<file path="src/eitp_pkg.sv">
// Package for the three-channel 8-bit interval timer
package eitp_pkg;
    // ----------------------------------------
    // Register offsets
    // ----------------------------------------
    localparam logic [11:0] EITP_ADDR_CH2_MODE = 12'hf90;
    localparam logic [11:0] EITP_ADDR_CTRL = 12'hf92;
    localparam logic [11:0] EITP_ADDR_CH0_MODE = 12'hfa0;
    localparam logic [11:0] EITP_ADDR_CH1_MODE = 12'hfa8;
    localparam logic [11:0] EITP_ADDR_CH0_MOD = 12'hfa4;
    localparam logic [11:0] EITP_ADDR_CH1_MOD = 12'hfac;
    localparam logic [11:0] EITP_ADDR_CH2_MOD = 12'hf94;
    localparam logic [11:0] EITP_ADDR_CH2_HMOD = 12'hf96;
    localparam logic [11:0] EITP_ADDR_CH0_CNT = 12'hfa2;
    localparam logic [11:0] EITP_ADDR_CH1_CNT = 12'hfaa;
    localparam logic [11:0] EITP_ADDR_CH2_CNT = 12'hf98;
    localparam logic [11:0] EITP_ADDR_OUT_EN = 12'hf9a;
    localparam logic [11:0] EITP_ADDR_START = 12'hf9c;
    localparam logic [11:0] EITP_ADDR_STATUS = 12'hf9e;
    // ----------------------------------------
    // Field positions and reset values
    // ----------------------------------------
    localparam int EITP_BIT_START = 3;
    localparam int EITP_BIT_RUN = 2;
    localparam int EITP_BIT_CTRL_OE2 = 3;
    localparam logic [7:0] EITP_MODE_RESET = 8'h00;
    localparam logic [7:0] EITP_CTRL_RESET = 8'h00;
    localparam logic [7:0] EITP_MOD_RESET = 8'hff;
    localparam int EITP_PRESCALE_W = 12;
    // ----------------------------------------
    // Mode field codes
    // ----------------------------------------
    typedef enum logic [1:0] {
        EITP_MODE_8BIT = 2'b00,
        EITP_MODE_PWM = 2'b01,
        EITP_MODE_16BIT = 2'b10,
        EITP_MODE_CARRIER = 2'b11
    } eitp_mode_t;
    // Register bus request
    typedef struct packed {
        logic [11:0] addr;
        logic [7:0] wdata;
        logic wr;
        logic rd;
        logic bit_wr;
    } eitp_bus_req_t;
endpackage

</file>
<file path="src/eitp_channel.sv">
// One 8-bit interval timer channel with optional two-compare pwm
`timescale 1ns/1ps
`default_nettype none
module eitp_channel (
    // Clock and reset
    input wire logic core_clk,
    input wire logic rst,
    // Control
    input wire logic count_pulse,
    input wire logic start_pulse,
    input wire logic count_run_bit,
    input wire logic pwm_mode,
    input wire logic [7:0] modulo_reg,
    input wire logic [7:0] high_period_modulo,
    // State
    output logic [7:0] count_reg,
    output logic match_irq,
    output logic toggle_flip_flop
);
    import eitp_pkg::*;

    logic [7:0] cnt_q;
    logic tff_q;
    logic phase_hi_q;
    logic [7:0] cmp_val;
    logic hit;

    // Compare target alternates between high and low periods in pwm mode
    assign cmp_val = (pwm_mode && phase_hi_q) ? high_period_modulo : modulo_reg;
    assign hit = count_pulse && count_run_bit && !start_pulse && (cnt_q == cmp_val);

    // Counter: start clears, run gates, match restarts from zero
    always_ff @(posedge core_clk) begin
        if (rst) begin
            cnt_q <= 8'h00;
        end else if (start_pulse) begin
            cnt_q <= 8'h00;
        end else if (count_pulse && count_run_bit) begin
            if (hit) begin
                cnt_q <= 8'h00;
            end else begin
                cnt_q <= cnt_q + 8'h01;
            end
        end
    end

    // Output flip-flop inverts on every match, cleared on start
    always_ff @(posedge core_clk) begin
        if (rst) begin
            tff_q <= 1'b0;
        end else if (start_pulse) begin
            tff_q <= 1'b0;
        end else if (hit) begin
            tff_q <= ~tff_q;
        end
    end

    // PWM phase: begins on the high period after each start
    always_ff @(posedge core_clk) begin
        if (rst) begin
            phase_hi_q <= 1'b1;
        end else if (start_pulse) begin
            phase_hi_q <= 1'b1;
        end else if (hit && pwm_mode) begin
            phase_hi_q <= ~phase_hi_q;
        end
    end

    // Only the low-period compare raises the interrupt in pwm mode
    assign match_irq = hit && !(pwm_mode && phase_hi_q);
    assign count_reg = cnt_q;
    assign toggle_flip_flop = tff_q;

    chk_no_count_when_stopped: assert property (@(posedge core_clk) disable iff (rst)
        !count_run_bit && !start_pulse |=> cnt_q == $past(cnt_q))
        else $error("count moved while stopped");
    chk_match_wraps_zero: assert property (@(posedge core_clk) disable iff (rst)
        hit |=> cnt_q == 8'h00)
        else $error("count did not restart after match");
    chk_match_flips_tff: assert property (@(posedge core_clk) disable iff (rst)
        hit |=> tff_q != $past(tff_q))
        else $error("toggle flip-flop missed a match");
    chk_pwm_high_no_irq: assert property (@(posedge core_clk) disable iff (rst)
        pwm_mode && phase_hi_q |-> !match_irq)
        else $error("irq on high-period compare");
    cov_pwm_both_phases: cover property (@(posedge core_clk) disable iff (rst)
        pwm_mode && hit && phase_hi_q ##[1:600] pwm_mode && hit && !phase_hi_q);
endmodule
`default_nettype wire

</file>
<file path="src/eitp_timer.sv">
// Top of the three-channel 8-bit interval timer with register port
// What the document asks of this block and its software
// Control register writes as byte, nibble or bit; resets to 00H.
// Software keeps control flags unused in 8-bit mode at zero.
// Channel-2 pin low when its output enable is 0, else follows flip-flop.
// Interval equals modulo plus one count pulses; zero modulo excluded.
// Started channel sets its irq flag once per interval.
// Modulo registers are 8 bits; FFH gives 256 pulses.
// Channels 1 and 2 run independently when both mode fields are 0.
// Channel-2 pulse select 010..111 gives fx/2, fx, /1024, /256, /64, /16.
// Each pulse advances count; match sets irq and inverts flip-flop.
// Software loads modulo first, then writes mode with start.
// Software never writes a zero modulo.
// Software prepares port 3 before setting output enable.
// Writing start 1 clears counter and irq; run bit gates counting.
// Run bit 0 halts and holds count; 1 counts.
// Start bit writable alone, self-clears; other mode bits byte-only.
// Channel-2 mode register resets to 00H.
// Mode field 01 makes channel 2 an 8-bit pwm generator.
// Software clears channel-1 mode bits while channel 2 is pwm.
// Channels 0 and 1 stay usable as timers during pwm.
// Software zeros control flags unused in pwm mode.
// Channel-0 codes 100..111 give /1024, /256, /64, /16; others prohibited.
// Channel-1 code 010 counts channel-2 overflow; 011..111 give /32../64.
// PWM alternates high and low compares; only low sets irq.
// After a match the count restarts from zero at next pulse.
// A prohibited pulse code gives no count pulses.
`timescale 1ns/1ps
`default_nettype none
module eitp_timer (
    // Clock and reset
    input wire logic core_clk,
    input wire logic rst,
    // Register port
    input wire eitp_pkg::eitp_bus_req_t bus_req,
    output logic [7:0] rdata,
    // Timer output pins and irq flags
    output logic [2:0] timer_out_pin,
    output logic [2:0] timer_irq_flag
);
    import eitp_pkg::*;

    // ----------------------------------------
    // Registers
    // ----------------------------------------
    logic [7:0] mode_q [3];
    logic [7:0] mod_q [3];
    logic [7:0] hmod_q;
    logic [7:0] ctrl_q;
    logic [1:0] oe01_q;
    logic [2:0] irq_q;
    logic [2:0] start_q;
    logic [7:0] rdata_q;
    logic [EITP_PRESCALE_W-1:0] pre_q;
    logic [EITP_PRESCALE_W-1:0] pre_prev_q;
    logic [2:0] cp;
    logic [2:0] hit;
    logic [2:0] tff;
    logic [7:0] cnt [3];
    logic [2:0] mode_wr;
    logic [2:0] mod_wr;
    logic [2:0] start_bit_wr;
    logic ctrl_wr;
    logic [2:0] status_clr;

    // Address decode for per-channel registers
    always_comb begin
        mode_wr = 3'b000;
        mod_wr = 3'b000;
        start_bit_wr = 3'b000;
        if (bus_req.wr) begin
            mode_wr[0] = bus_req.addr == EITP_ADDR_CH0_MODE;
            mode_wr[1] = bus_req.addr == EITP_ADDR_CH1_MODE;
            mode_wr[2] = bus_req.addr == EITP_ADDR_CH2_MODE;
            mod_wr[0] = bus_req.addr == EITP_ADDR_CH0_MOD;
            mod_wr[1] = bus_req.addr == EITP_ADDR_CH1_MOD;
            mod_wr[2] = bus_req.addr == EITP_ADDR_CH2_MOD;
        end
        // Single-bit start writes use a dedicated address with a channel mask
        if (bus_req.wr && bus_req.addr == EITP_ADDR_START) begin
            start_bit_wr = bus_req.wdata[2:0];
        end
    end

    // Control and status strobes, kept apart from the per-channel decode
    assign ctrl_wr = bus_req.wr && (bus_req.addr == EITP_ADDR_CTRL);
    assign status_clr = (bus_req.wr && bus_req.addr == EITP_ADDR_STATUS) ? bus_req.wdata[2:0] : 3'b000;

    // ----------------------------------------
    // Mode registers; start bit self-clears one cycle after it is seen
    // ----------------------------------------
    always_ff @(posedge core_clk) begin
        for (int i = 0; i < 3; i++) begin
            if (rst) begin
                mode_q[i] <= EITP_MODE_RESET;
            end else if (mode_wr[i] && !bus_req.bit_wr) begin
                mode_q[i] <= {1'b0, bus_req.wdata[6:0]};
            end else if (start_bit_wr[i]) begin
                mode_q[i][EITP_BIT_START] <= 1'b1;
            end else if (mode_q[i][EITP_BIT_START]) begin
                mode_q[i][EITP_BIT_START] <= 1'b0;
            end
        end
    end

    // Start strobe seen by each channel while the command bit stands
    always_comb begin
        for (int i = 0; i < 3; i++) begin
            start_q[i] = mode_q[i][EITP_BIT_START];
        end
    end

    // Modulo registers, full 8 bits each
    always_ff @(posedge core_clk) begin
        for (int i = 0; i < 3; i++) begin
            if (rst) begin
                mod_q[i] <= EITP_MOD_RESET;
            end else if (mod_wr[i]) begin
                mod_q[i] <= bus_req.wdata;
            end
        end
    end

    // High-period modulo for channel 2 pwm
    always_ff @(posedge core_clk) begin
        if (rst) begin
            hmod_q <= EITP_MOD_RESET;
        end else if (bus_req.wr && bus_req.addr == EITP_ADDR_CH2_HMOD) begin
            hmod_q <= bus_req.wdata;
        end
    end

    // Control register: whole byte, or one bit (index wdata[6:4], value wdata[0])
    // Nibble writes reach this port as byte writes; bit 7 always stays 0
    always_ff @(posedge core_clk) begin
        if (rst) begin
            ctrl_q <= EITP_CTRL_RESET;
        end else if (ctrl_wr && !bus_req.bit_wr) begin
            ctrl_q <= {1'b0, bus_req.wdata[6:0]};
        end else if (ctrl_wr && bus_req.wdata[6:4] != 3'h7) begin
            ctrl_q[bus_req.wdata[6:4]] <= bus_req.wdata[0];
        end
    end

    // Output enables of channels 0 and 1
    always_ff @(posedge core_clk) begin
        if (rst) begin
            oe01_q <= 2'b00;
        end else if (bus_req.wr && bus_req.addr == EITP_ADDR_OUT_EN) begin
            oe01_q <= bus_req.wdata[1:0];
        end
    end

    // ----------------------------------------
    // Prescaler: one free counter, pulses on bit falling edges
    // ----------------------------------------
    always_ff @(posedge core_clk) begin
        if (rst) begin
            pre_q <= '0;
            pre_prev_q <= '0;
        end else begin
            pre_q <= pre_q + 1'b1;
            pre_prev_q <= pre_q;
        end
    end

    // Divide by 2^k pulse: bit k-1 fell
    function automatic logic div_tick(input int k);
        div_tick = pre_prev_q[k-1] && !pre_q[k-1];
    endfunction

    // Count pulse decode per channel; prohibited codes give nothing
    always_comb begin
        cp = 3'b000;
        case (mode_q[0][6:4])
            3'b100: cp[0] = div_tick(10);
            3'b101: cp[0] = div_tick(8);
            3'b110: cp[0] = div_tick(6);
            3'b111: cp[0] = div_tick(4);
            default: cp[0] = 1'b0;
        endcase
        case (mode_q[1][6:4])
            3'b010: cp[1] = hit[2];
            3'b011: cp[1] = div_tick(5);
            3'b100: cp[1] = div_tick(12);
            3'b101: cp[1] = div_tick(10);
            3'b110: cp[1] = div_tick(8);
            3'b111: cp[1] = div_tick(6);
            default: cp[1] = 1'b0;
        endcase
        case (mode_q[2][6:4])
            3'b010: cp[2] = div_tick(1);
            3'b011: cp[2] = 1'b1;
            3'b100: cp[2] = div_tick(10);
            3'b101: cp[2] = div_tick(8);
            3'b110: cp[2] = div_tick(6);
            3'b111: cp[2] = div_tick(4);
            default: cp[2] = 1'b0;
        endcase
    end

    // ----------------------------------------
    // Channels: each independent in 8-bit mode, except channel 1 on pulse code 010 counting channel-2 matches
    // ----------------------------------------
    for (genvar g = 0; g < 3; g++) begin : g_ch
        eitp_channel u_ch (
            .core_clk(core_clk),
            .rst(rst),
            .count_pulse(cp[g]),
            .start_pulse(start_q[g]),
            .count_run_bit(mode_q[g][EITP_BIT_RUN]),
            .pwm_mode((g == 2) && (eitp_mode_t'(mode_q[g][1:0]) == EITP_MODE_PWM)),
            .modulo_reg(mod_q[g]),
            .high_period_modulo(hmod_q),
            .count_reg(cnt[g]),
            .match_irq(hit[g]),
            .toggle_flip_flop(tff[g])
        );
    end

    // IRQ flags: match sets, start clears, set wins over a clear
    always_ff @(posedge core_clk) begin
        if (rst) begin
            irq_q <= 3'b000;
        end else begin
            for (int i = 0; i < 3; i++) begin
                if (hit[i]) begin
                    irq_q[i] <= 1'b1;
                end else if (start_q[i] || status_clr[i]) begin
                    irq_q[i] <= 1'b0;
                end
            end
        end
    end

    // Pins held low when disabled
    assign timer_out_pin[0] = oe01_q[0] & tff[0];
    assign timer_out_pin[1] = oe01_q[1] & tff[1];
    assign timer_out_pin[2] = ctrl_q[EITP_BIT_CTRL_OE2] & tff[2];
    assign timer_irq_flag = irq_q;

    // ----------------------------------------
    // Read data, one cycle after the strobe; unmapped reads zero
    // ----------------------------------------
    always_ff @(posedge core_clk) begin
        if (rst) begin
            rdata_q <= 8'h00;
        end else if (bus_req.rd) begin
            case (bus_req.addr)
                EITP_ADDR_CH0_MODE: rdata_q <= mode_q[0];
                EITP_ADDR_CH1_MODE: rdata_q <= mode_q[1];
                EITP_ADDR_CH2_MODE: rdata_q <= mode_q[2];
                EITP_ADDR_CH0_MOD: rdata_q <= mod_q[0];
                EITP_ADDR_CH1_MOD: rdata_q <= mod_q[1];
                EITP_ADDR_CH2_MOD: rdata_q <= mod_q[2];
                EITP_ADDR_CH2_HMOD: rdata_q <= hmod_q;
                EITP_ADDR_CTRL: rdata_q <= ctrl_q;
                EITP_ADDR_OUT_EN: rdata_q <= {6'h00, oe01_q};
                EITP_ADDR_CH0_CNT: rdata_q <= cnt[0];
                EITP_ADDR_CH1_CNT: rdata_q <= cnt[1];
                EITP_ADDR_CH2_CNT: rdata_q <= cnt[2];
                EITP_ADDR_STATUS: rdata_q <= {2'b00, tff, irq_q};
                default: rdata_q <= 8'h00;
            endcase
        end else begin
            rdata_q <= 8'h00;
        end
    end
    assign rdata = rdata_q;

    // ----------------------------------------
    // Interval monitor for full-rate 8-bit runs on channel 2
    // ----------------------------------------
    // Top value marks an interval spoiled by a rewrite or a stop
    logic [8:0] gap_q;
    logic gap_spoil;
    assign gap_spoil = mod_wr[2] || !mode_q[2][EITP_BIT_RUN] ||
        mode_q[2][6:4] != 3'b011 || mode_q[2][1:0] != 2'b00;
    always_ff @(posedge core_clk) begin
        if (rst || gap_spoil) begin
            gap_q <= 9'h1ff;
        end else if (start_q[2] || hit[2]) begin
            gap_q <= 9'h000;
        end else if (gap_q != 9'h1ff) begin
            gap_q <= gap_q + 9'h001;
        end
    end

    // ----------------------------------------
    // Checks
    // ----------------------------------------
    chk_pin_low_disabled: assert property (@(posedge core_clk) disable iff (rst)
        !ctrl_q[EITP_BIT_CTRL_OE2] |-> !timer_out_pin[2])
        else $error("channel 2 pin not low while disabled");
    chk_start_self_clears: assert property (@(posedge core_clk) disable iff (rst)
        start_q[2] && !start_bit_wr[2] && !mode_wr[2] |=> !mode_q[2][EITP_BIT_START])
        else $error("start bit did not clear");
    chk_start_clears_irq: assert property (@(posedge core_clk) disable iff (rst)
        start_q[0] |=> !irq_q[0])
        else $error("start did not clear irq");
    chk_irq_on_match: assert property (@(posedge core_clk) disable iff (rst)
        hit[1] |=> irq_q[1])
        else $error("irq not set on match");
    chk_bad_code_idle: assert property (@(posedge core_clk) disable iff (rst)
        mode_q[0][6:4] < 3'b100 |-> !cp[0])
        else $error("prohibited code produced pulse");
    chk_fx_every_cycle: assert property (@(posedge core_clk) disable iff (rst)
        mode_q[2][6:4] == 3'b011 |-> cp[2])
        else $error("oscillator code missed pulse");
    chk_half_rate: assert property (@(posedge core_clk) disable iff (rst)
        mode_q[2][6:4] == 3'b010 && cp[2] |=> !cp[2] || mode_q[2][6:4] != 3'b010)
        else $error("half rate pulse too dense");
    chk_ctrl_reset: assert property (@(posedge core_clk)
        $past(rst) |-> ctrl_q == EITP_CTRL_RESET && mode_q[2] == EITP_MODE_RESET)
        else $error("reset value wrong");
    // Interval, flag and bus-side checks on channel 2
    chk_interval_len: assert property (@(posedge core_clk) disable iff (rst)
        hit[2] && gap_q != 9'h1ff |-> gap_q == {1'b0, mod_q[2]})
        else $error("channel 2 interval length wrong");
    chk_pin_follows_tff: assert property (@(posedge core_clk) disable iff (rst)
        ctrl_q[EITP_BIT_CTRL_OE2] |-> timer_out_pin[2] == tff[2])
        else $error("channel 2 pin not following flip-flop");
    chk_ctrl_bit_write: assert property (@(posedge core_clk) disable iff (rst)
        ctrl_wr && bus_req.bit_wr && bus_req.wdata[6:4] == 3'h3 |=> ctrl_q[3] == $past(bus_req.wdata[0]))
        else $error("control bit write lost");
    chk_mod_write: assert property (@(posedge core_clk) disable iff (rst)
        mod_wr[2] |=> mod_q[2] == $past(bus_req.wdata))
        else $error("modulo write lost");
    chk_mode_byte_only: assert property (@(posedge core_clk) disable iff (rst)
        mode_wr[2] && bus_req.bit_wr && !mode_q[2][EITP_BIT_START] |=> $stable(mode_q[2]))
        else $error("bit access changed mode byte");
    chk_irq_sticky: assert property (@(posedge core_clk) disable iff (rst)
        irq_q[2] && !start_q[2] && !status_clr[2] |=> irq_q[2])
        else $error("irq flag dropped on its own");
    chk_ch2_irq_on_match: assert property (@(posedge core_clk) disable iff (rst)
        hit[2] |=> irq_q[2])
        else $error("channel 2 irq not set on match");
    chk_start_clears_cnt: assert property (@(posedge core_clk) disable iff (rst)
        start_q[2] |=> cnt[2] == 8'h00)
        else $error("start did not clear count");
    cov_ch2_match: cover property (@(posedge core_clk) disable iff (rst) hit[2]);
    cov_ch1_cascade: cover property (@(posedge core_clk) disable iff (rst) hit[2] && mode_q[1][6:4] == 3'b010);
    cov_pin_toggle: cover property (@(posedge core_clk) disable iff (rst) $rose(timer_out_pin[2]));
    cov_full_interval: cover property (@(posedge core_clk) disable iff (rst) hit[2] && gap_q == 9'h0ff);
endmodule
`default_nettype wire

</file>
<file path="config.mk">
export PLATFORM = sky130hd
export DESIGN_NAME = eitp_timer
export DESIGN_NICKNAME = d
export VERILOG_FILES = /design/src/eitp_pkg.sv /design/src/eitp_channel.sv /design/src/eitp_timer.sv
export SDC_FILE = /design/constraint.sdc
export NUM_CORES = 1
export LEC_CHECK = 0
export BUFFER_PORTS_ARGS = -buffer_cell sky130_fd_sc_hd__buf_4
export CAP_MARGIN = 5
export CORE_MARGIN = 2
export CORE_UTILIZATION = 67
export CTS_CLUSTER_SIZE = 12
export DETAILED_ROUTE_END_ITERATION = 8
export GPL_TIMING_DRIVEN = 0
export PLACE_DENSITY = 0.86
export SYNTH_ARGS = -nofsm -noshare
export SYNTH_HDL_FRONTEND = slang
export SYNTH_HIERARCHICAL = 1
export SYNTH_SLANG_ARGS = --single-unit
</file>
<file path="constraint.sdc">
create_clock -name core_clk -period 5.7 [get_ports core_clk]
set_input_delay 1.14 -clock core_clk [delete_from_list [all_inputs] [get_ports core_clk]]
set_output_delay 1.14 -clock core_clk [all_outputs]
set_load 0.005 [all_outputs]
</file>
# Yosys cells after proc, flatten, opt, wreduce, memory -nomap -nowiden
# Memory sizes are Yosys's and may differ from the RTL's.
# Index checks and enable logic that the tools add are counted.
# totals
register_bits,81
ramBits,45
input_bits,25
out_inout_bits,14
mem_count,2
# mem_list
name,words,word_bits,read_ports,rd_ports_with_merged_regs,wr,line_no,source
mod_q,3,8,3,0,3,eitp_timer.sv:47,logic [7:0] mod_q [3];
mode_q,3,7,3,0,3,eitp_timer.sv:46,logic [7:0] mode_q [3];
# classes
addsub,4
order_cmp,2
eq_ne,35
mux,82
bitwise_logic,20
reduce_logical,54
# op_table
operator,count
== test 12 bit (second input constant),14
one-hot mux 8 bit (13 select lines),1
2-to-1 mux 1 bit,60
2-to-1 mux 8 bit,7
== test 3 bit (second input constant),12
2-to-1 mux 7 bit,5
logical AND 1 bit,30
adder 8 x 1 -> 8 bit (second input constant),3
== test 8 bit,3
adder 12 x 1 -> 12 bit (second input constant),1
== test 3 x 2 -> 1 bit (second input constant),4
logical NOT 1 bit,12
2-to-1 mux 3 bit,4
bitwise OR 1 bit,12
one-hot mux 1 bit (6 select lines),2
OR reduction 2 bit,5
bitwise mux 8 bit,1
nonzero test 2 bit,4
inverter 1 bit,5
< comparator 3 x 4 -> 1 bit (second input constant),1
one-hot mux 1 bit (4 select lines),1
AND 1 bit,3
demux 1 bit (select 3 bit),1
greater-or-equal comparator 3 x 1 -> 1 bit (second input constant),1
other kinds (3),5

# Longest topological paths before layout
# depth
ltp_word,12
mapped_depth,21

# Modules after synthesis
# The synthesis kept the hierarchy.
# by_module_without_submodules
module,n_inst,cells_each,area_each_um2
eitp_timer,1,512,4928.5
eitp_channel,3,90,787.0

# Worst setup path before layout
# OpenSTA, ideal clock, no wires.
# synth_path
path_type,flip-flop to flip-flop
from,register pre_q[5]
to,register g_ch[1].u_ch.tff_q
setup_ns,0.123
t_arrival_ns,3.672
t_required_ns,5.577
path_slack_ns,1.905
path_stages_with_launch,21
path_cell_list,dfxtp_1 -> nand2b_1 -> a31oi_1 -> o22ai_1 -> nor2_1 -> and2_1 -> clkbuf_1 -> or2b_1 -> a221oi_2 -> o2111ai_2 -> nor3_1 -> mux4_2 -> nand2_1 -> o21ai_0 -> and2_1 -> clkbuf_1 -> or2b_1 -> a221oi_2 -> o2111ai_2 -> nor2_4 -> o21bai_2
# synth_via
elab_chain_cells,11
# synth_rtl
item,line_no,source
start: declaration,eitp_timer.sv:54,logic [EITP_PRESCALE_W-1:0] pre_q;
start signal: assignment,eitp_timer.sv:162,pre_q <= pre_q + 1'b1;
logical NOT 1 bit,eitp_timer.sv:169,div_tick = pre_prev_q[k-1] && !pre_q[k-1];
logical AND 1 bit,eitp_timer.sv:169,
one-hot mux 1 bit (6 select lines),eitp_timer.sv:191,case (mode_q[2][6:4])
named net cp[2],eitp_timer.sv:56,logic [2:0] cp;
logical AND 1 bit (3 in series),eitp_channel.sv:30,assign hit = count_pulse && count_run_bit && !start_pulse && (cnt_q == cmp_val);
logical AND 1 bit,eitp_channel.sv:70,assign match_irq = hit && !(pwm_mode && phase_hi_q);
named net hit[2],eitp_timer.sv:57,logic [2:0] hit;
one-hot mux 1 bit (6 select lines),eitp_timer.sv:182,case (mode_q[1][6:4])
named net cp[1],eitp_timer.sv:56,
logical AND 1 bit (3 in series),eitp_channel.sv:30,
end signal: assignment,eitp_channel.sv:54,tff_q <= ~tff_q;
end: declaration,eitp_channel.sv:23,logic tff_q;
# The timed path passes the listed nets, and every way through them passes these cells.
# A chain may end at the register's enable or synchronous reset.

# Worst setup path after layout
# layout_path
from,register pre_q[7]
to,register irq_q[1] (netlist: timer_irq_flag[1])
# layout_via
elab_chain_cells,12
word_cells_on_any_way,13
# layout_rtl
item,line_no,source
logical NOT 1 bit (*),eitp_timer.sv:169,
logical AND 1 bit (*),eitp_timer.sv:169,
one-hot mux 1 bit (6 select lines) (*),eitp_timer.sv:191,
named net cp[2],eitp_timer.sv:56,
logical AND 1 bit (*) (3 in series),eitp_channel.sv:30,
logical AND 1 bit (*),eitp_channel.sv:70,
named net hit[2],eitp_timer.sv:57,
one-hot mux 1 bit (6 select lines) (*),eitp_timer.sv:182,
named net cp[1],eitp_timer.sv:56,
logical AND 1 bit (*) (3 in series),eitp_channel.sv:30,
named net hit[1],eitp_timer.sv:57,
2-to-1 mux 1 bit or nonzero test 2 bit (tied branches),-,
end signal: assignment,eitp_timer.sv:224,irq_q <= 3'b000;
end signal: indexed assignment,eitp_timer.sv:228,irq_q[i] <= 1'b1;
end signal: indexed assignment,eitp_timer.sv:230,irq_q[i] <= 1'b0;
end: declaration,eitp_timer.sv:51,logic [2:0] irq_q;
# The timed path passes the listed nets; every way through them passes the cells marked *.

==> impl_results.md <==
- Status: finished clean
- Fillers: 708
- Net Sw Frac: 25.0%
- # rows: 38
- Psw: 555 uW
- Synth async-reset ratio: 0%
- Top-area cell type share of the netlist area: 21.4%
- Total CTS buffers: 17
- Initial Util: 67.8%
- Clock slew at reported path FFs: 0.06 ns
- Leakage: 2.92 nW
- Post-Route Skew: 0.00520 ns
- Worst slew pin tran: 0.996 ns
- Commonest non-fill, non-tap cell in the layout: dfxtp_1
- Max Clk Rate: 0.189 GHz
- Worst setup path class: reg2reg
- Final setup viols: 0
- Die Height: 108 um
- Total die area: 11700 um^2
- Via density: 7.12
- CP Max Fanout: 7
- Clock tree from TritonCTS: done
- CP Capture Type: register
- Final ANT Viol Nets: 0
- Drt first pass iters: 6
- Core Util, Final: 77.7%
- Share of cells above drive strength 1: 20.8%
- Root Buffer Master: clkbuf_8
- Startpoint Class: register
- Gate Count Post-Synth: 782
- Footprint of the multi-input gates: 4040 um^2
- PortBufs: 37
- Core footprint: 10700 um^2
- Non-Filler Instances: 993
- Seq pwr share: 42.9%
- Hold Crit Endpoint: pre_q[0]
- Most frequent cells in the layout: 78 x dfxtp_1, 62 x nand2_1, 49 x nor2_1
- DP HPWL: 17.4 mm
- Global route overflow: 0
- Final Slew Violations: 0
- Area post-placement: 7750 um^2
- Cell Area, Synth: 7290 um^2
- Internal Pwr Total: 1.66 mW
- Antenna violations before repair: 1
- DRC errors left: 0
- Initial DRC Count: 1076
- Clk_lat worst skew: 0.55 ns
- Worst reg2reg path depth: 21
- Worst hold path cell count: 1
- Finished Cell Area: 8350 um^2
- Total GRT Usage: 43.9%
- RePlAce Congestion: 1.05
- Synth warn: 6
- WL final: 25.2 mm
- EDFF count, synth: 45
- First-pass GRT wire length: 37.6 mm
- CTS resizes: 0
- Reg-to-reg startpoint: pre_q[7]
- Final setup TNS: 0 ns
- Place WS: 0.844 ns
- Postcts setup bufs: 0
- Max_slew headroom: 33.0%
- Final Worst Setup Slack: 0.420 ns
- Cts hold-fix bufs: 0
- Nets: 868
- Vias in the first global route: 6724
- Tcrit/Tclk final: 92.6%
- Top-Level Pins: 39
- Clk buf depth: 2
- Area added between synthesis and finish: 14.6%
- Post-synthesis register bit count: 123
- Combinational share of power: 8.0%
- Sequential cell area: 2910 um^2
- Largest net degree at the start of global routing: 17
- Clock power share: 49.2%
- CP arrival: 5.77 ns
- Syn avg cell area: 9.32 um^2
- Reg2Reg Setup Slack: 0.42 ns
- Via Count: 7073
- Synth area leaders: dfxtp_1 21%, edfxtp_1 19%, nand2_1 3.2%, mux2i_1 3.2%, nor3_2 3.0%
- Unique masters post-synth: 83
- Hold Crit Start: pre_q[0]
- Yosys top cell by area: dfxtp_1
- Worst Path Required: 6.19 ns
- Tmin final: 5.28 ns
- CTS H-Tree Depth: 4
- HP Class: reg2reg
- Clock sinks: 123
- PwrDens: 266 nW/um^2
- Seq/Total Area, Yosys: 40.0%
- Final hold vios: 0
- DR WL/cell: 25.4 um
- Die width: 108 um
- Dominant synthesized flop cell: dfxtp_1
- Placed cells: 960
- Reg2reg end: timer_irq_flag[1]
- Peak supply drop: 253 uV
- Max-Cap Viols: 0
- RSZ-0062 raised after global routing: false
## how the worst max path moves through the flow
stage / startpoint / to / slack [ns] / cells after the start
after floorplan: pre_q[5] / g_ch[1].u_ch/toggle_flip_flop / 1.90 / 20
after global placement: mode_q[2][4] / timer_irq_flag[1] / 0.95 / 19
after detailed placement: pre_q[7] / timer_irq_flag[1] / 0.84 / 21
after CTS: pre_q[7] / timer_irq_flag[1] / 0.71 / 21
after global routing: pre_q[7] / timer_irq_flag[1] / 0.32 / 21
final: pre_q[7] / timer_irq_flag[1] / 0.42 / 21
## metrics by stage
stage | power, mW | hold slack (ns)
after floorplan | 1.07 | 0.426
after global placement | 1.13 | 0.445
after detailed placement | 1.13 | 0.461
after CTS | 2.20 | 0.475
after global routing | 2.26 | 0.518
final | 2.22 | 0.481
## worst max-delay path, stage by stage, from the launching register on
cell	delay, ns
dfxtp_1	0.36
nor2b_1	0.26
nand2_1	0.08
o21ai_0	0.09
a21oi_1	0.09
nor2_1	0.10
and2_1	0.22
clkbuf_1	0.30
or2b_1	0.27
a221oi_2	0.22
o2111ai_2	0.27
nor3_1	0.51
mux4_2	0.33
nand2_1	0.05
o21ai_0	0.07
and2_1	0.21
clkbuf_1	0.31
or2b_1	0.27
a221oi_2	0.19
o2111ai_2	0.25
nor3_1	0.57
o21a_1	0.21
## power groups by stage
| stage | Combinational (mW) | Clock [mW] | Sequential, mW |
|---|---|---|---|
| floorplan | 0.109 | 0 | 0.957 |
| global placement | 0.160 | 0 | 0.967 |
| detailed placement | 0.164 | 0 | 0.968 |
| CTS | 0.167 | 1.08 | 0.949 |
| global route | 0.184 | 1.12 | 0.952 |
| finish | 0.177 | 1.09 | 0.952 |
## cell usage after synthesis, types with 4 or more instances
cell type and number:
nand2_1 62, o32ai_1 4, nor2_1 49, or3_1 9
a221oi_1 4, o21ai_0 29, buf_4 7, a32o_1 6
buf_2 10, xnor2_1 11, and3_1 12, clkbuf_1 23
nand2b_1 19, a21oi_1 30, ha_1 4, a22oi_1 18
nor3_2 22, nor3_1 14, nor4_1 5, nor2_4 4
nand3_1 35, mux2i_1 23, dfxtp_1 78, nand4_1 19
a32oi_1 4, o21ai_1 4, nor2b_1 21, buf_6 5
xor2_1 23, or2_2 17, inv_1 14, a31oi_1 9
and4_1 4, edfxtp_1 45, o22ai_1 10, a211oi_1 9
a21boi_0 6, or2b_1 4, and2_1 26
## cells by family after synthesis
| family | share of synthesized area, % |
|---|---|
| other | 0.0514 |
| AOI/OAI and AO/OA | 17.5 |
| muxes | 3.62 |
| adders and majority gates | 0.687 |
| xor gates and xnor gates | 4.09 |
| DFF | 40.0 |
| buffers and inverters | 4.65 |
| and+or+nand+nor | 29.5 |
## layer usage
| metal | global-route usage, % | up-vias | share of wire, % |
|---|---|---|---|
| li1 | - | 3020 | - |
| met1 | 53.3 | 3331 | 37 |
| met2 | 67.5 | 567 | 45 |
| met3 | 15.1 | 153 | 13 |
| met4 | 25.8 | 2 | 5.5 |
| met5 | 0 | - | 0.052 |
## area by class of cell
class / count / area share [%]
antenna: 1 / 0.0300
buffer: 48 / 3.43
clock buffer: 25 / 6.69
clock inverter: 7 / 0.554
inverter: 14 / 0.629
multi-input combinational: 598 / 48.4
sequential: 123 / 34.9
tap: 140 / 2.10
timing repair buffer: 37 / 3.32
No activity file was read; power rests on OpenSTA's default activity.
